$ cat src/rtl/fsp_pkg.sv
package fsp_pkg;

  // Instruction codes
  localparam logic [7:0] STATUS_READ_CMD = 8'h05;
  localparam logic [7:0] STATUS_WRITE_CMD = 8'h01;
  localparam logic [7:0] ARRAY_READ_CMD = 8'h03;
  localparam logic [7:0] WRITE_ENABLE_CMD = 8'h06;
  localparam logic [7:0] WRITE_DISABLE_CMD = 8'h04;

  // Status byte layout
  localparam int BUSY_FLAG_BIT = 0;
  localparam int WRITE_ENABLE_FLAG_BIT = 1;
  localparam int BLOCK_PROTECT_LO_BIT = 2;
  localparam int BLOCK_PROTECT_HI_BIT = 3;
  localparam int STATUS_LOCK_BIT = 7;
  localparam logic [2:0] ZERO_FIELD = 3'h0;
  localparam logic [7:0] STATUS_RESET = 8'h00;
  localparam logic [7:0] UNDERRUN_BYTE = 8'hFF;

  // Framing
  localparam int ADDR_BYTES = 3;
  localparam int ADDR_BITS_DEF = 17;
  localparam int FIFO_DEPTH_DEF = 8;
  // Idle pin levels {protect, data in, clock, select}: high, low, low, high
  localparam logic [3:0] PIN_RESET = 4'h9;

  // Timing: self-timed status write cycle
  localparam int CLK_PERIOD_NS = 50;
  localparam int WS_TIME_NS = 5000000;
  localparam int WS_CYCLES_DEF = (WS_TIME_NS + CLK_PERIOD_NS - 1) /
    CLK_PERIOD_NS;
  localparam int WS_TW = 24;

  typedef enum logic [5:0] {
    ST_CMD = 6'b000001,
    ST_ADDR = 6'b000010,
    ST_RDATA = 6'b000100,
    ST_SRD = 6'b001000,
    ST_WDATA = 6'b010000,
    ST_TAIL = 6'b100000
  } fsp_state_t;

  // ST_TAIL with pend none doubles as the ignore state
  typedef enum logic [1:0] {
    PEND_NONE = 2'h0,
    PEND_WRITE_ENABLE_CMD = 2'h1,
    PEND_WRDI = 2'h2,
    PEND_STATUS = 2'h3
  } fsp_pend_t;

endpackage

$ cat src/rtl/fsp_sync.sv
`timescale 1ns/1ps
module fsp_sync #(
  parameter int WIDTH = 1,
  parameter logic [WIDTH-1:0] RST_VAL = '0
)(
  input wire logic clk,
  input wire logic sys_rst,
  input wire logic [WIDTH-1:0] din,
  output logic [WIDTH-1:0] dout
);
  logic [WIDTH-1:0] s1_q, s2_q, s3_q, lvl_q, lvl_d;

  // A level change is accepted once the second and third stages agree
  always_comb
  begin
    lvl_d = (s2_q & ~(s2_q ^ s3_q)) | (lvl_q & (s2_q ^ s3_q));
  end

  always_ff @(posedge clk)
  begin
    if (sys_rst)
    begin
      s1_q <= RST_VAL;
      s2_q <= RST_VAL;
      s3_q <= RST_VAL;
      lvl_q <= RST_VAL;
    end
    else
    begin
      s1_q <= din;
      s2_q <= s1_q;
      s3_q <= s2_q;
      lvl_q <= lvl_d;
    end
  end

  assign dout = lvl_q;
endmodule

$ cat src/rtl/fsp_fifo.sv
`timescale 1ns/1ps
module fsp_fifo #(
  parameter int WIDTH = 8,
  parameter int DEPTH = 8,
  parameter int CW = $clog2(DEPTH + 1)
)(
  input wire logic clk,
  input wire logic sys_rst,
  input wire logic flush,
  input wire logic in_valid,
  output logic in_ready,
  input wire logic [WIDTH-1:0] in_data,
  output logic out_valid,
  input wire logic out_ready,
  output logic [WIDTH-1:0] out_data,
  output logic [CW-1:0] count
);
  localparam int AW = (DEPTH > 1) ? $clog2(DEPTH) : 1;

  if (DEPTH < 2 || (DEPTH & (DEPTH - 1)) != 0)
  begin : g_chk
    $error("fsp_fifo DEPTH must be a power of two, at least 2");
  end

  logic [WIDTH-1:0] mem_q [DEPTH];
  logic [AW-1:0] wr_q, wr_d, rd_q, rd_d;
  logic [CW-1:0] cnt_q, cnt_d;
  logic push, pop;

  assign in_ready = (cnt_q != CW'(DEPTH));
  assign out_valid = (cnt_q != '0);
  assign out_data = mem_q[rd_q];
  assign count = cnt_q;
  assign push = in_valid & in_ready;
  assign pop = out_valid & out_ready;

  always_comb
  begin
    wr_d = wr_q;
    rd_d = rd_q;
    cnt_d = cnt_q;
    if (flush)
    begin
      wr_d = '0;
      rd_d = '0;
      cnt_d = '0;
    end
    else
    begin
      if (push)
        wr_d = wr_q + AW'(1);
      if (pop)
        rd_d = rd_q + AW'(1);
      if (push && !pop)
        cnt_d = cnt_q + CW'(1);
      else if (pop && !push)
        cnt_d = cnt_q - CW'(1);
    end
  end

  always_ff @(posedge clk)
  begin
    if (sys_rst)
    begin
      wr_q <= '0;
      rd_q <= '0;
      cnt_q <= '0;
    end
    else
    begin
      wr_q <= wr_d;
      rd_q <= rd_d;
      cnt_q <= cnt_d;
    end
  end

  always_ff @(posedge clk)
  begin
    if (push && !flush)
      mem_q[wr_q] <= in_data;
  end
endmodule

$ cat src/rtl/fsp_top.sv
`timescale 1ns/1ps
// Functional notes
// Status read is accepted at any time, even during a busy cycle.
// Status byte repeats on the output while select stays low.
// Busy flag is 1 during status write, program or erase.
// With write-enable flag clear, writes, programs and erases are refused.
// Block-protect bits are non-volatile, changed only by status write.
// Bulk erase is permitted only when both block-protect bits are 0.
// Lock bit set and protect pin low make status write refused.
// Status write is accepted only after write-enable set the flag.
// Master sends status write code then exactly one data byte.
// Status write keeps bits 7,3,2; bits 6..4 read zero.
// Status write executes only if select rises on the byte boundary.
// Select rise starts timed write; busy held; write-enable flag cleared.
// Lock bit clear: status write allowed whatever the pin level.
// Lock bit set, pin high: status write allowed with write-enable.
// Hardware lock entered by whichever comes last; left on pin high.
// Protected area refuses program and erase in both lock modes; page_write_permit ignores the protect bits, only full_clear_permit checks them.
// Address latched on rising clock; data driven on falling clock.
// Read address increments per byte and wraps to zero.
// Select high ends the array read at any bit.
// Array read during a busy cycle is rejected, cycle undisturbed.
// Upper address bits above the array size are ignored.
// Master should poll busy before sending new instructions.
// Write-enable instruction sets the write-enable flag.
// All codes, addresses and data move most significant bit first.
// Status: busy bit 0, enable bit 1, protect bits 2-3, lock bit 7.
// Codes: 05 status read, 01 status write, 03 array read.
module fsp_top
  import fsp_pkg::*;
#(
  parameter int ADDR_BITS = ADDR_BITS_DEF,
  parameter int FIFO_DEPTH = FIFO_DEPTH_DEF,
  parameter int WS_CYCLES = WS_CYCLES_DEF
)(
  input wire logic clk,
  input wire logic sys_rst,
  input wire logic spi_cs_n,
  input wire logic spi_sck,
  input wire logic spi_mosi,
  input wire logic wp_n,
  output logic spi_miso,
  output logic spi_miso_oe,
  input wire logic ext_busy,
  input wire logic ext_done,
  output logic arr_req_valid,
  input wire logic arr_req_ready,
  output logic [ADDR_BITS-1:0] arr_req_addr,
  input wire logic arr_rd_valid,
  output logic arr_rd_ready,
  input wire logic [7:0] arr_rd_data,
  output logic [7:0] status_byte,
  output logic [1:0] prot_level,
  output logic hardware_lock_mode,
  output logic software_lock_mode,
  output logic page_write_permit,
  output logic full_clear_permit
);
  localparam int CW = $clog2(FIFO_DEPTH + 1);

  if (ADDR_BITS < 1 || ADDR_BITS > 24 || WS_CYCLES < 1 ||
      WS_CYCLES >= 2**WS_TW)
  begin : g_chk
    $error("fsp_top parameter out of range");
  end

  // Pin sampling
  logic [3:0] pin_lvl;
  logic cs_n_lvl, sck_lvl, mosi_lvl, wp_n_lvl;

  fsp_sync #(.WIDTH(4), .RST_VAL(PIN_RESET)) u_sync (
    .clk(clk),
    .sys_rst(sys_rst),
    .din({wp_n, spi_mosi, spi_sck, spi_cs_n}),
    .dout(pin_lvl)
  );
  assign cs_n_lvl = pin_lvl[0];
  assign sck_lvl = pin_lvl[1];
  assign mosi_lvl = pin_lvl[2];
  assign wp_n_lvl = pin_lvl[3];

  logic sck_prev_q, cs_prev_q;
  logic sck_rise, sck_fall, cs_rise;
  assign sck_rise = sck_lvl & ~sck_prev_q & ~cs_n_lvl;
  assign sck_fall = ~sck_lvl & sck_prev_q & ~cs_n_lvl;
  assign cs_rise = cs_n_lvl & ~cs_prev_q;

  // Status and protection state
  logic wel_q, wel_d, lock_q, lock_d, ws_busy_q, ws_busy_d;
  logic [1:0] bp_q, bp_d, nbp_q, nbp_d;
  logic nlock_q, nlock_d;
  logic [WS_TW-1:0] ws_cnt_q, ws_cnt_d;
  logic busy, hw_lock, ws_start;

  // Command engine state
  fsp_state_t st_q, st_d;
  fsp_pend_t pend_q, pend_d;
  logic [2:0] bit_q, bit_d, txc_q, txc_d;
  logic [1:0] abyte_q, abyte_d;
  logic [7:0] sh_q, sh_d, wdat_q, wdat_d, tx_q, tx_d, rx, ld;
  logic [23:0] addr_q, addr_d;
  logic miso_q, miso_d;

  // Prefetch state
  logic [ADDR_BITS-1:0] fetch_q, fetch_d;
  logic [CW-1:0] infl_q, infl_d, fcount;
  logic f_valid, f_pop, reading, req_fire, rsp_fire;
  logic [7:0] f_data;

  assign busy = ws_busy_q | ext_busy;
  assign hw_lock = lock_q & ~wp_n_lvl;

  always_comb
  begin
    status_byte = STATUS_RESET;
    status_byte[BUSY_FLAG_BIT] = busy;
    status_byte[WRITE_ENABLE_FLAG_BIT] = wel_q;
    status_byte[BLOCK_PROTECT_LO_BIT] = bp_q[0];
    status_byte[BLOCK_PROTECT_HI_BIT] = bp_q[1];
    status_byte[6:4] = ZERO_FIELD;
    status_byte[STATUS_LOCK_BIT] = lock_q;
  end

  assign prot_level = bp_q;
  assign hardware_lock_mode = hw_lock;
  assign software_lock_mode = ~hw_lock & (bp_q != 2'h0);
  // Program/erase targets outside the protected area need only the flag and busy clear
  assign page_write_permit = wel_q & ~busy;
  assign full_clear_permit = wel_q & ~busy & (bp_q == 2'h0);

  // Status write is taken only at a byte boundary, gated by lock and flag
  assign ws_start = cs_rise & (pend_q == PEND_STATUS) & wel_q &
    ~hw_lock & ~busy;

  always_comb
  begin
    wel_d = wel_q;
    lock_d = lock_q;
    bp_d = bp_q;
    nlock_d = nlock_q;
    nbp_d = nbp_q;
    ws_busy_d = ws_busy_q;
    ws_cnt_d = ws_cnt_q;
    if (ws_start || ext_done)
      wel_d = 1'b0;
    else if (cs_rise && pend_q == PEND_WRDI)
      wel_d = 1'b0;
    else if (cs_rise && pend_q == PEND_WRITE_ENABLE_CMD && !busy)
      wel_d = 1'b1;
    if (ws_start)
    begin
      ws_busy_d = 1'b1;
      ws_cnt_d = WS_TW'(WS_CYCLES - 1);
      nlock_d = wdat_q[STATUS_LOCK_BIT];
      nbp_d = wdat_q[BLOCK_PROTECT_HI_BIT:BLOCK_PROTECT_LO_BIT];
    end
    else if (ws_busy_q)
    begin
      if (ws_cnt_q == '0)
      begin
        ws_busy_d = 1'b0;
        lock_d = nlock_q;
        bp_d = nbp_q;
      end
      else
        ws_cnt_d = ws_cnt_q - WS_TW'(1);
    end
  end

  always_ff @(posedge clk)
  begin
    if (sys_rst)
    begin
      wel_q <= 1'b0;
      lock_q <= STATUS_RESET[STATUS_LOCK_BIT];
      bp_q <= STATUS_RESET[BLOCK_PROTECT_HI_BIT:BLOCK_PROTECT_LO_BIT];
      nlock_q <= 1'b0;
      nbp_q <= 2'h0;
      ws_busy_q <= 1'b0;
      ws_cnt_q <= '0;
    end
    else
    begin
      wel_q <= wel_d;
      lock_q <= lock_d;
      bp_q <= bp_d;
      nlock_q <= nlock_d;
      nbp_q <= nbp_d;
      ws_busy_q <= ws_busy_d;
      ws_cnt_q <= ws_cnt_d;
    end
  end

  // Serial command engine
  assign rx = {sh_q[6:0], mosi_lvl};
  assign reading = (st_q == ST_RDATA);
  assign ld = (st_q == ST_SRD) ? status_byte :
    (f_valid ? f_data : UNDERRUN_BYTE);
  assign f_pop = sck_fall & reading & (txc_q == 3'h0);

  always_comb
  begin
    st_d = st_q;
    pend_d = pend_q;
    bit_d = bit_q;
    abyte_d = abyte_q;
    sh_d = sh_q;
    wdat_d = wdat_q;
    addr_d = addr_q;
    tx_d = tx_q;
    txc_d = txc_q;
    miso_d = miso_q;
    if (cs_n_lvl)
    begin
      st_d = ST_CMD;
      pend_d = PEND_NONE;
      bit_d = 3'h0;
      abyte_d = 2'h0;
      txc_d = 3'h0;
    end
    else if (sck_rise)
    begin
      sh_d = rx;
      bit_d = bit_q + 3'h1;
      if (st_q == ST_TAIL)
        pend_d = PEND_NONE;
      else if (bit_q == 3'h7)
      begin
        case (st_q)
          ST_CMD:
          begin
            st_d = ST_TAIL;
            case (rx)
              STATUS_READ_CMD: st_d = ST_SRD;
              STATUS_WRITE_CMD: st_d = ST_WDATA;
              ARRAY_READ_CMD: st_d = busy ? ST_TAIL : ST_ADDR;
              WRITE_ENABLE_CMD: pend_d = PEND_WRITE_ENABLE_CMD;
              WRITE_DISABLE_CMD: pend_d = PEND_WRDI;
              default: pend_d = PEND_NONE;
            endcase
          end
          ST_ADDR:
          begin
            addr_d = {addr_q[15:0], rx};
            abyte_d = abyte_q + 2'h1;
            if (abyte_q == 2'(ADDR_BYTES - 1))
              st_d = ST_RDATA;
          end
          ST_WDATA:
          begin
            wdat_d = rx;
            pend_d = PEND_STATUS;
            st_d = ST_TAIL;
          end
          default: st_d = st_q;
        endcase
      end
    end
    else if (sck_fall && (st_q == ST_SRD || reading))
    begin
      if (txc_q == 3'h0)
      begin
        miso_d = ld[7];
        tx_d = {ld[6:0], 1'b0};
        txc_d = 3'h7;
      end
      else
      begin
        miso_d = tx_q[7];
        tx_d = {tx_q[6:0], 1'b0};
        txc_d = txc_q - 3'h1;
      end
    end
  end

  always_ff @(posedge clk)
  begin
    if (sys_rst)
    begin
      st_q <= ST_CMD;
      pend_q <= PEND_NONE;
      bit_q <= 3'h0;
      abyte_q <= 2'h0;
      sh_q <= 8'h00;
      wdat_q <= 8'h00;
      addr_q <= 24'h000000;
      tx_q <= 8'h00;
      txc_q <= 3'h0;
      miso_q <= 1'b0;
      sck_prev_q <= 1'b0;
      cs_prev_q <= 1'b1;
    end
    else
    begin
      st_q <= st_d;
      pend_q <= pend_d;
      bit_q <= bit_d;
      abyte_q <= abyte_d;
      sh_q <= sh_d;
      wdat_q <= wdat_d;
      addr_q <= addr_d;
      tx_q <= tx_d;
      txc_q <= txc_d;
      miso_q <= miso_d;
      sck_prev_q <= sck_lvl;
      cs_prev_q <= cs_n_lvl;
    end
  end

  assign spi_miso = miso_q;
  assign spi_miso_oe = ~cs_n_lvl;

  // Array prefetch: requests bounded by free FIFO room
  assign arr_req_valid = reading &
    ((CW + 1)'(infl_q) + (CW + 1)'(fcount) < (CW + 1)'(FIFO_DEPTH));
  assign arr_req_addr = fetch_q;
  assign req_fire = arr_req_valid & arr_req_ready;
  assign rsp_fire = arr_rd_valid & arr_rd_ready;

  always_comb
  begin
    fetch_d = fetch_q;
    infl_d = infl_q;
    if (st_q == ST_ADDR && st_d == ST_RDATA)
      fetch_d = addr_d[ADDR_BITS-1:0];
    else if (req_fire)
      fetch_d = fetch_q + ADDR_BITS'(1);
    if (req_fire && !rsp_fire)
      infl_d = infl_q + CW'(1);
    else if (rsp_fire && !req_fire && infl_q != '0)
      infl_d = infl_q - CW'(1);
  end

  always_ff @(posedge clk)
  begin
    if (sys_rst)
    begin
      fetch_q <= '0;
      infl_q <= '0;
    end
    else
    begin
      fetch_q <= fetch_d;
      infl_q <= infl_d;
    end
  end

  fsp_fifo #(.WIDTH(8), .DEPTH(FIFO_DEPTH)) u_fifo (
    .clk(clk),
    .sys_rst(sys_rst),
    .flush(~reading),
    .in_valid(arr_rd_valid),
    .in_ready(arr_rd_ready),
    .in_data(arr_rd_data),
    .out_valid(f_valid),
    .out_ready(f_pop),
    .out_data(f_data),
    .count(fcount)
  );
endmodule

$ cat config.mk
export PLATFORM = sky130hd
export DESIGN_NAME = fsp_top
export DESIGN_NICKNAME = d
export VERILOG_FILES = /design/src/rtl/fsp_pkg.sv /design/src/rtl/fsp_sync.sv /design/src/rtl/fsp_fifo.sv /design/src/rtl/fsp_top.sv
export SDC_FILE = /design/constraint.sdc
export NUM_CORES = 1
export LEC_CHECK = 0
export ABC_AREA = 1
export BUFFER_PORTS_ARGS = -buffer_cell sky130_fd_sc_hd__buf_2
export CAP_MARGIN = 20
export CORE_MARGIN = 2
export CORE_UTILIZATION = 30
export DETAILED_ROUTE_END_ITERATION = 12
export PLACE_DENSITY = 0.56
export SLEW_MARGIN = 25
export SYNTH_ARGS = -nofsm -noshare
export SYNTH_HDL_FRONTEND = slang
export SYNTH_SLANG_ARGS = --single-unit
export TNS_END_PERCENT = 1
$ cat constraint.sdc
create_clock -name clk -period 2.9 [get_ports clk]
set_input_delay 0.29 -clock clk [delete_from_list [all_inputs] [get_ports clk]]
set_output_delay 0.29 -clock clk [all_outputs]
set_load 0.01 [all_outputs]
Word level (Yosys, flattened, before mapping)
Memory sizes are Yosys's and may differ from the RTL's. A register that Yosys moved wholly into a read port is not among the register bits.
Cells that the tools add are included.
{ "totals": {"ram_bits": 64, "input_bits": 18, "register_bits": 138, "out_inout_bits": 35, "mem_count": 1, "wordCells": 181} }
{ "memory_table": {"columns": ["name", "words", "word_bits", "read_ports", "rd_clocked_by_memory_dff", "wr", "line_no", "rtl"], "rows": [
  ["u_fifo.mem_q", 8, 8, 1, 1, 1, "fsp_fifo.sv:25", "logic [WIDTH-1:0] mem_q [DEPTH];"]
]} }
{ "classes": {"mux": 38, "eq_ne": 20, "n_reduce_logical": 43, "add_sub_neg": 12, "magnitude_cmp": 1, "bitwise_logic": 37} }
{ "ops": {"columns": ["operator", "count"], "rows": [
  ["2-to-1 mux 17 bit", 10],
  ["2-to-1 mux 6 bit", 6],
  ["one-hot mux 6 bit (3 select lines)", 2],
  ["equality test 8 x 3 -> 1 bit (second input constant)", 3],
  ["zero test 24 bit", 1],
  ["2-to-1 mux 8 bit", 3],
  ["subtractor 24 x 1 -> 24 bit (second input constant)", 1],
  ["AND 1 bit", 19],
  ["adder 17 x 1 -> 17 bit (second input constant)", 1],
  ["2-to-1 mux 4 bit", 4],
  ["equality test 6 x 3 -> 1 bit (second input constant)", 2],
  ["inverter 1 bit", 12],
  ["nonzero test 2 bit", 6],
  ["logical AND 1 bit", 11],
  ["adder 3 x 1 -> 3 bit (second input constant)", 3],
  ["2-to-1 mux 3 bit", 3],
  ["adder 4 x 1 -> 4 bit (second input constant)", 2],
  ["AND 4 bit", 2],
  ["equality test 8 x 1 -> 1 bit (second input constant)", 1],
  ["equality test 8 x 2 -> 1 bit (second input constant)", 1],
  ["AND reduction 2 bit", 4],
  ["AND reduction 4 bit", 2],
  ["nonzero test 4 bit", 2],
  ["subtractor 4 x 1 -> 4 bit (second input constant)", 2],
  ["32 further kinds", 48]
]} }

Longest topological paths before layout
Gate-level depths: netlist (run 1).
{ "logic_depth": {"ltp_word": 11, "ltp_mapped": 16, "depth_no_buf": 16} }

Modules after synthesis
A second synthesis (run 1) with hierarchy kept.
{ "unflattened": {"cells_unflattened": 1186, "area_unflattened_um2": 9476.6} }
{ "modules_own_cells": {"columns": ["mod", "instances", "seq_area_each_um2", "cells_each", "area_each_um2"], "rows": [
  ["fsp_top", 1, 2122.0, 839, 5739.3],
  ["fsp_fifo", 1, 2182.1, 290, 3238.1],
  ["fsp_sync", 1, 320.3, 57, 499.2]
]} }

Worst setup path before layout (run 1)
No wires, ideal clock.
{ "synth_path": {"path_kind": "register to register", "start": "register txc_q[0]", "end": "register u_fifo.cnt_q[3], in the netlist u_fifo.count[3]", "path_slack_ps": 612, "synth_period_minus_slack_ps": 2288, "setup_ps": 119, "stages_incl_launch_ff": 15, "path_buffers": 0, "required_time_ps": 2781, "arrival_time_ps": 2169, "path_cell_list": "dfxtp_1 -> inv_1 -> ha_1 -> nand2_1 -> inv_1 -> nand4_1 -> ha_1 -> inv_1 -> ha_1 -> a21oi_1 -> nor2_1 -> o21ai_0 -> nand3_1 -> o21ai_0 -> a21oi_1"} }
{ "synth_via": {"elab_chain_len": 6, "word_cells_on_any_way": 8, "classes_between": "mux: 1; bitwise: 2; reduce/logical: 5"} }
{ "synth_lines": {"columns": ["item", "line_no", "rtl"], "rows": [
  ["start: declaration", "fsp_top.sv:98", "logic [2:0] bit_q, bit_d, txc_q, txc_d;"],
  ["start signal: assignment", "fsp_top.sv:303", "txc_q <= txc_d;"],
  ["zero test 3 bit (*)", "fsp_top.sv:199", "assign f_pop = sck_fall & reading & (txc_q == 3'h0);"],
  ["AND 1 bit (*)", "fsp_top.sv:199", null],
  ["AND 1 bit (*)", "fsp_fifo.sv:35", "assign pop = out_valid & out_ready;"],
  ["zero test 1 bit", "fsp_fifo.sv:54", "if (push && !pop)"],
  ["logical AND 1 bit", "fsp_fifo.sv:54", null],
  ["2-to-1 mux 4 bit or nonzero test 2 bit (tied branches)", null, null],
  ["end signal: assignment", "fsp_fifo.sv:73", "cnt_q <= cnt_d;"],
  ["end: declaration", "fsp_fifo.sv:27", "logic [CW-1:0] cnt_q, cnt_d;"]
]} }
Every way passes the cells marked *; elsewhere a longest branch is shown, timed or not.
A chain may end at the register's enable or synchronous reset.

Worst setup path in the final report (run 1)
{ "layout_path": {"start": "register st_q[1]", "end": "register u_fifo.cnt_q[3], in the netlist u_fifo.count[3]"} }
{ "layout_via": {"elab_chain_len": 7, "word_cells_on_any_way": 11, "classes_between": "eq/ne: 1; mux: 1; bitwise: 4; reduce/logical: 5"} }
{ "layout_lines": {"columns": ["item", "line_no", "rtl"], "rows": [
  ["start: declaration", "fsp_top.sv:96", "fsp_state_t st_q, st_d;"],
  ["start signal: assignment", "fsp_top.sv:295", "st_q <= st_d;"],
  ["equality test 6 x 3 -> 1 bit (*)", "fsp_top.sv:196", "assign reading = (st_q == ST_RDATA);"],
  ["AND 1 bit (2 in a row)", "fsp_top.sv:199", null],
  ["AND 1 bit", "fsp_fifo.sv:35", null],
  ["zero test 1 bit", "fsp_fifo.sv:54", null],
  ["logical AND 1 bit", "fsp_fifo.sv:54", null],
  ["2-to-1 mux 4 bit or nonzero test 2 bit (tied branches)", null, null]
]} }
Marked as above.

==> metrics, run 1 <==
WHS Path Cells 2; dpl hpwl 15800 um; vias per cell 4.64; pwr dens 490 nW/um2; n_diodes 0; PostCTS Resize Cnt 0; Setup TNS 0 ns; Worst Setup End Kind register; first-pass GRT wire length 36900 um; final slew viol count 0; Worst-Margin Slew 0.954 ns; max layer used met4; commonest cells after routing, fill and taps aside nand2_1, nor2_1, dfxtp_1; layout cells sized above 1 10.9%; post-synthesis register bit count 199; Root Driver clkbuf_16; crit path cell chain nor2_4 > nand3_2 > inv_1 > nand4_1 > ha_1 > inv_1 > ha_1 > a21oi_1 > nor2_1 > o21ai_0 > nand3_1 > o21ai_0 > a21oi_1; grt total ovfl 0; asr flop ratio synth 0%; drt total wl 22100 um; dpl ws 0.380 ns; I/O pins 53; CP Launch Point st_q[1]; die area 33000 um2; worst setup margin 0.368 ns; Core Footprint 31300 um2; antenna violations before repair 0; Die W 182 um; Worst-path clk slew 0.07 ns; Met1 Wirelength 11200 um; Syn Std Cell Area 9480 um2; EDFF count, synth 64; Synth Area in Adders 2.77%; Seq/Total Area, Yosys 48.8%; largest net degree at the start of global routing 36; final setup fails 0; Sink Count 199; final non-filler cell total 1649; CP required 3.23 ns; f_max 0.395 GHz; Final min period 2.53 ns; Pwr Total 5.21 mW; Synth Area in Simple Gates 28.6%; clock skew 0.0140 ns; RSZ-0062 raised after global routing no; commonest non-fill, non-tap cell in the layout nand2_1; Placer Congestion 0.818; IO Port Bufs 49; Met3 Routed Length 804 um; vias in the first global route 7245; Distinct cells, synth 49; Hold Crit Start spi_cs_n; Slew Limit Headroom 36.3%; router iterations before antenna repair 5; cts bufs inserted 17; fin util 34.0%; kind of critical path register to register; outcome finished clean; WL/cell 13.4 um; all-layer global routing usage 13.9%; Post-CTS Setup Bufs 0; Synth Instances 1197; Crit path depth 13; mux cell area share after synthesis 0%; max-cap viol count 0; Tcrit/Tclk final 87.3%; Layout area overhead 12.2%; latest clock arrival within the worst-skew pair 0.44 ns; LEAKAGE 4.30 nW; Arrival @ worst endpoint 2.86 ns; synth warn 0; critical path's slowest cell dfxtp_1; routed length on met2 9740 um; maximum VDD drop 441 uV; final hold vios 0; Post-Synth XOR/XNOR Area 2.49%; cell count after placement 1616; ANT nets after route 0; hold crit path type input pin to register; worst path bufs/invs 2; 1st-iter DRT viols 536; crit start category register; maximum clock path buffer count 2; critical path peak fanout 6; Die Y 182 um; Initial Util 30.3%; largest family of logic cells by synthesized area simple AND/OR/NAND/NOR gates; top_reg_cell synth dfxtp_1; Mean Syn Cell Area 7.92 um2; Worst path max stage delay 0.37 ns; # DRC 0; worst r2r src st_q[1]; row count 65; Synth Area in Compound Gates 9.83%; Reg2Reg Depth 13; Final nets 1271; CTS tree done; htree depth 4; crit-path leading delay family simple AND/OR/NAND/NOR gates; total number of vias 7659
[cells by family (layout without fill, tap and decap cells)]
group                    count (synthesis)  in the layout
AND/OR/NAND/NOR                        617            617
flip-flops                             199            199
AO/OA/AOI/OAI                          168            168
buffers and inverters                  165            213
XOR/XNOR                                27             27
adder cells (fa/ha/maj)                 20             20
other                                    1              3
[per-layer routing]
metal	global-route usage (%)	vias up
met3	2.65	24
met1	19.3	3530
met2	21.7	118
met5	0	-
li1	-	3987
met4	4.68	0
[where the power goes]
part | leakage [nW] | switching [mW] | internal (mW)
sequential | 1.66 | 0.00468 | 2.88
combinational | 2.38 | 0.0716 | 0.0301
clock | 0.262 | 1.11 | 1.12
[synth_stat cells, types with 2 or more instances]
cell / n / area [um2]
inv_2: 2 / 7.51
nand4_4: 2 / 42.5
inv_4: 2 / 12.5
nand2_2: 4 / 25.0
nand3b_1: 6 / 45.0
nor2_4: 4 / 45.0
o21ai_0: 50 / 250
nor2_2: 3 / 18.8
o21ai_1: 2 / 10.0
a211oi_1: 2 / 15.0
buf_4: 11 / 82.6
nor3_1: 8 / 40.0
o22ai_1: 2 / 12.5
buf_1: 3 / 11.3
a21boi_0: 2 / 15.0
or2_2: 7 / 43.8
nand3_2: 5 / 50.1
nand3_1: 118 / 591
nand4_1: 15 / 93.8
dfxtp_1: 135 / 2700
nor2_1: 143 / 537
buf_2: 10 / 50.1
clkbuf_1: 19 / 71.3
a31oi_1: 5 / 31.3
ha_1: 17 / 213
edfxtp_1: 64 / 1920
nand2_1: 294 / 1100
and3_1: 2 / 12.5
o21bai_1: 2 / 15.0
nand2_4: 2 / 22.5
fa_1: 2 / 40.0
buf_6: 2 / 22.5
a21oi_1: 82 / 410
o211ai_1: 8 / 60.1
inv_1: 114 / 428
o21ai_2: 10 / 87.6
xnor2_1: 10 / 87.6
xor2_1: 17 / 149
[final cells by class]
| type | instances | area [um2] |
|---|---|---|
| clock buffers | 18 | 429 |
| clock inverters | 14 | 116 |
| fillers | 3223 | 20700 |
| inverters | 119 | 453 |
| multi-input cells | 835 | 4150 |
| flip-flops and latches | 199 | 4620 |
| well taps | 402 | 503 |
| repair buffers | 62 | 358 |
[state kept, by name, indices dropped and copies added (netlist names), 4 cells and up, named ones only]
| name | flops |
|---|---|
| u_fifo.mem_q | 64 |
| ws_cnt_q | 24 |
| addr_q | 17 |
| arr_req_addr | 17 |
| sh_q | 7 |
| tx_q | 7 |
| st_q | 6 |
| infl_q | 4 |
| u_fifo.count | 4 |
| u_sync.s1_q | 4 |
| u_sync.s2_q | 4 |
| u_sync.s3_q | 4 |
[timing repair]
action / 4_1_cts / 5_1_grt
setup endpoints to repair: 0 / 0
hold buffers: 1 / 0
endpoints found under the hold margin: 1 / 0
[metrics by stage]
stage	area, um2	hold WS, ns
after detailed placement	10100	0.394
after CTS	10600	0.0167
after global routing	10600	0.0341
final	10600	0.0381
after floorplan	9490	0.368
after global placement	10100	0.395
[worst paths after layout]
kind | endpoint | slack [ns]
worst max-delay path | u_fifo.count[3] | 0.37
worst max register to register | u_fifo.count[3] | 0.37
worst min-delay path | u_sync.s1_q[0] | 0.04
worst min register to register | u_sync.s2_q[1] | 0.40
Power figures use the tool's default switching activity.
==> run 2, diff against run 1 <==
--- a/config.mk
+++ b/config.mk
@@ -11,6 +11,7 @@
 export CORE_MARGIN = 2
 export CORE_UTILIZATION = 30
 export DETAILED_ROUTE_END_ITERATION = 12
+export GPL_TIMING_DRIVEN = 0
 export PLACE_DENSITY = 0.56
 export SLEW_MARGIN = 25
 export SYNTH_ARGS = -nofsm -noshare
==> metrics, run 2 (synthesis results as in run 1) <==
RSZ-0062 raised after global routing no; crit path cell chain ha_1 > nand3_1 > nand2_1 > nand2_1 > nand3_2 > clkinv_2 > nand2_2 > ha_1 > nand2_1 > nand2_1 > a31oi_1 > inv_1 > nand2_1 > nand3_1 > nand2_1 > nor2_1; dpl hpwl 16900 um (+7.1%); Worst-Margin Slew 1.00 ns (+0.0464 ns); largest net degree at the start of global routing 19 (-47%); final setup fails 0 (unchanged); CTS hold repair buffers 0 (-1); Root Driver clkbuf_16; Final min period 2.52 ns (-0.0103 ns); max FFs per register 64 (unchanged); critical path's slowest cell dfxtp_1; maximum clock path buffer count 2 (unchanged); Die Y 182 um (unchanged); crit start category register; first-pass GRT wire length 38200 um (+3.4%); Tcrit/Tclk final 87.0% (-0.35 points); I/O pins 53 (unchanged); commonest cells after routing, fill and taps aside nand2_1, nor2_1, dfxtp_1; clock skew 0.0203 ns (+0.00629 ns); vias per cell 4.70 (+1.2%); n_diodes 0 (unchanged); htree depth 4 (unchanged); Die W 182 um (unchanged); worst path bufs/invs 2 (unchanged); die area 33000 um2 (unchanged); Slew Limit Headroom 33.0% (-3.3 points); cell count after placement 1650 (+2.1%); Min Hold Slack 0.0222 ns (-0.0159 ns); Initial Util 30.3% (unchanged); vias in the first global route 7274 (+0.40%); row count 65 (unchanged); hold crit path type input pin to register; Final nets 1306 (+2.8%); commonest non-fill, non-tap cell in the layout nand2_1; Setup TNS 0 ns (unchanged); drt total wl 23100 um (+4.6%); final hold vios 0 (unchanged); critical path peak fanout 9 (+3); final non-filler cell total 1684 (+2.1%); Biggest register u_fifo.mem_q; Worst-path clk slew 0.08 ns (about the same); Most common cell on crit path nand2_1; final slew viol count 0 (unchanged); all-layer global routing usage 14.5% (+0.62 points); pwr dens 494 nW/um2 (+0.93%); CP required 3.25 ns (+0.02 ns); layout cells sized above 1 12.0% (+1.1 points); Arrival @ worst endpoint 2.87 ns (about the same); router iterations before antenna repair 5 (unchanged); Worst Setup End Kind register; Placer Congestion 0.855 (+4.5%); outcome finished clean; crit-path leading delay family simple AND/OR/NAND/NOR gates; total number of vias 7916 (+3.4%); IO Port Bufs 49 (unchanged); Worst path max stage delay 0.45 ns (+0.08 ns); ANT nets after route 0 (unchanged); WL/cell 13.7 um (+2.4%); Sink Count 199 (unchanged); Core Footprint 31300 um2 (unchanged); cts bufs inserted 17 (unchanged); LEAKAGE 4.42 nW (+2.8%); CTS tree done; latest clock arrival within the worst-skew pair 0.45 ns (about the same); max-cap viol count 0 (unchanged); f_max 0.396 GHz (+0.41%); grt total ovfl 0 (unchanged); top flop regs u_fifo.mem_q (64), ws_cnt_q (24); antenna violations before repair 0 (unchanged); 1st-iter DRT viols 575 (+7.3%); kind of critical path register to register; maximum VDD drop 289 uV (-35%); # DRC 0 (unchanged); Layout area overhead 14.5%
## run 2: per-stage QoR
stage / util [%] / power [mW] / area, um2 / worst slack [ns]
2_1_floorplan: - / 3.00 / 9490 / 0.612
3_3_place_gp: 32.7 / 3.05 / 10200 / 0.274
3_5_place_dp: 32.7 / 3.05 / 10200 / 0.183
4_1_cts: 34.6 / 5.42 / 10800 / 0.176
5_1_grt: 34.7 / 5.55 / 10900 / 0.0416
6_report: 34.7 / 5.36 / 10900 / 0.378
## run 2: cell type report
type / count / area, um2
sequential: 199 / 4620
fill: 3261 / 20500
timing repair buffer: 51 / 260
clock inverter: 13 / 123
tap: 402 / 503
multi-input combinational: 835 / 4160
inverter: 119 / 455
buffer: 46 / 258
clock buffer: 19 / 475
## run 2: path summary, 6_finish.rpt
check,startpoint,to,cells past startpoint,slack [ns]
setup / recovery,u_fifo.count[1],infl_q[3],16,0.38
hold / removal,spi_cs_n,u_sync.s1_q[0],2,0.02
setup reg to reg,u_fifo.count[1],infl_q[3],16,0.38
hold reg to reg,u_sync.s1_q[2],u_sync.s2_q[2],2,0.41
## run 2: repair_timing
action / CTS / global route
resized for setup: 0 / 4
endpoints found under the setup margin: 0 / 1
buffers inserted: 0 / 2
## run 2: routing by layer
metal / GRT usage, % / vias to the layer above / part of all wire (%)
met2: 23.2 / 171 / 45
met1: 20.2 / 3653 / 49
li1: - / 4069 / -
met5: 0 / - / 0
met3: 2.33 / 23 / 4.4
met4: 4.29 / 0 / 1.5
## run 2: where the power goes
| part | internal [mW] | switching [mW] | total, mW | leakage (nW) |
|---|---|---|---|---|
| Clock | 1.27 | 1.11 | 2.38 | 0.298 |
| Combinational | 0.0315 | 0.0721 | 0.104 | 2.46 |
| Sequential | 2.88 | 0.00502 | 2.88 | 1.66 |
==> run 3, diff against run 2 <==
--- a/config.mk
+++ b/config.mk
@@ -8,11 +8,13 @@
 export ABC_AREA = 1
 export BUFFER_PORTS_ARGS = -buffer_cell sky130_fd_sc_hd__buf_2
 export CAP_MARGIN = 20
+export CELL_PAD_IN_SITES_DETAIL_PLACEMENT = 0
+export CELL_PAD_IN_SITES_GLOBAL_PLACEMENT = 2
 export CORE_MARGIN = 2
 export CORE_UTILIZATION = 30
 export DETAILED_ROUTE_END_ITERATION = 12
 export GPL_TIMING_DRIVEN = 0
-export PLACE_DENSITY = 0.56
+export PLACE_DENSITY = 0.78
 export SLEW_MARGIN = 25
 export SYNTH_ARGS = -nofsm -noshare
 export SYNTH_HDL_FRONTEND = slang
==> metrics, run 3 (synthesis results as in run 1) <==
Sink Count 199 (unchanged); RSZ-0062 raised after global routing no; final slew viol count 0 (unchanged); I/O pins 53 (unchanged); vias in the first global route 7455 (+2.5%); grt total ovfl 0 (unchanged); cts bufs inserted 17 (unchanged); outcome finished clean; crit start category register; WL/cell 14.5 um (+5.7%); commonest cells after routing, fill and taps aside nand2_1, nor2_1, dfxtp_1; Worst-Margin Slew 1.01 ns (+0.00547 ns); IO Port Bufs 49 (unchanged); Register Area 4620 um2 (unchanged); Min Hold Slack 0.0373 ns (+0.0151 ns); layout cells sized above 1 11.7% (-0.30 points); die area 33000 um2 (unchanged); htree depth 4 (unchanged); pwr dens 488 nW/um2 (-1.2%); vias per cell 4.58 (-2.5%); Final Instance Area 10800 um2 (-0.53%); n_diodes 0 (unchanged); critical path peak fanout 6 (-3); total number of vias 7714 (-2.6%); Core Footprint 31300 um2 (unchanged); fill count 3317 (+1.7%); Clock Power Share 43.4% (-1.0 points); latest clock arrival within the worst-skew pair 0.45 ns (about the same); Root Driver clkbuf_16; internal power 4.04 mW (-3.3%); router iterations before antenna repair 4 (-1); antenna violations before repair 0 (unchanged); maximum VDD drop 404 uV (+40%); Tcrit/Tclk final 89.4% (+2.5 points); f_max 0.386 GHz (-2.8%); Final min period 2.59 ns (+0.0716 ns); Die W 182 um (unchanged); Layout area overhead 13.9%; max-cap viol count 0 (unchanged); ANT nets after route 0 (unchanged); largest net degree at the start of global routing 20 (+1); # DRC 0 (unchanged); Setup TNS 0 ns (unchanged); row count 65 (unchanged); dpl hpwl 17900 um (+6.1%); first-pass GRT wire length 39900 um (+4.5%); kind of critical path register to register; clock skew 0.0112 ns (-0.00906 ns); 1st-iter DRT viols 431 (-25%); Final nets 1305 (-0.077%); Worst Setup End Kind register; Sw Ratio 23.4% (+1.3 points); LEAKAGE 4.40 nW (-0.63%); dpl ws 0.0873 ns (-0.0954 ns); final setup fails 0 (unchanged); Die Y 182 um (unchanged); final hold vios 0 (unchanged); WHS Path Cells 2 (unchanged); top flop regs u_fifo.mem_q (64), ws_cnt_q (24); CTS hold repair buffers 0 (unchanged); commonest non-fill, non-tap cell in the layout nand2_1; Initial Util 30.3% (unchanged); area of the multi-input gates 4160 um2 (unchanged); all-layer global routing usage 15.3% (+0.82 points); CTS tree done; Placer Congestion 0.790 (-7.6%); Reg2Reg Depth 14 (-2); placed cell areas 10200 um2 (unchanged); Slew Limit Headroom 32.7% (-0.37 points); Pwr Total 5.27 mW (-1.7%); CP required 3.23 ns (-0.02 ns); Arrival @ worst endpoint 2.93 ns (+0.06 ns); drt total wl 24400 um (+5.7%); Reg power frac 54.6% (+0.9 points); worst setup margin 0.306 ns (-0.0716 ns); hold crit path type input pin to register; maximum clock path buffer count 2 (unchanged); Worst-path clk slew 0.07 ns (about the same); Biggest register u_fifo.mem_q; max FFs per register 64 (unchanged); sw power 1.24 mW (+4.0%); Gate power share 2.0% (about the same)
==> run 3: cell types whose count changed in the layout (fill, tap and decap cells not counted), sizes merged <==
cell      before  now
clkinvlp       1    0
buf           78   77
inv          124  126
bufinv         1    0
==> run 3: critical path, stage by stage, from the launching register on <==
cell and delay, ns:
dfxtp_1 0.44, inv_2 0.10, nor2_1 0.13, nand3_2 0.13, inv_1 0.19, nand4_1 0.19
ha_1 0.24, inv_1 0.14, ha_1 0.25, a21oi_1 0.14, nor2_1 0.07, o21ai_0 0.14
nand3_1 0.10, o21ai_0 0.16, a21oi_1 0.06
==> run 3: area by class of cell <==
| cell class | instances | share of cell area, % |
|---|---|---|
| Buffer | 46 | 2.39 |
| Tap cell | 402 | 4.66 |
| Clock buffer | 19 | 4.01 |
| Sequential cell | 199 | 42.8 |
| Multi-Input combinational cell | 835 | 38.5 |
| Inverter | 119 | 4.22 |
| Timing Repair Buffer | 50 | 2.34 |
| Clock inverter | 13 | 1.07 |
==> run 3: final timing paths <==
kind                   from               to  slack, ns
max                 st_q[2]  u_fifo.count[3]       0.31
min                    wp_n   u_sync.s1_q[3]       0.04
max reg2reg         st_q[2]  u_fifo.count[3]       0.31
min reg2reg  u_sync.s1_q[1]   u_sync.s2_q[1]       0.40
==> run 3: timing repair <==
action,CTS,global route
setup endpoints to repair,0,1
buffers inserted,0,1
resized for setup,0,3
==> run 3: routing by layer <==
metal / up-vias / global-route usage, % / wire length (um)
li1: 4053 / - / -
met1: 3521 / 21.7 / 12700
met2: 117 / 23.7 / 10600
met3: 23 / 2.55 / 707
met4: 0 / 5.04 / 419
met5: - / 0 / 0
==> run 3: metrics by stage <==
step           util, %  cells
6_report          34.5   1683
3_3_place_gp      32.7   1650
4_1_cts           34.4   1682
5_1_grt           34.5   1683
3_5_place_dp      32.7   1650
2_1_floorplan        -   1199
==> run 3: power groups by stage <==
stage	Combinational, mW	Sequential, mW	Clock (mW)
6_report	0.107	2.88	2.29
5_1_grt	0.120	2.88	2.46
4_1_cts	0.109	2.88	2.35
3_5_place_dp	0.109	2.95	0
3_3_place_gp	0.108	2.95	0
2_1_floorplan	0.0563	2.94	0
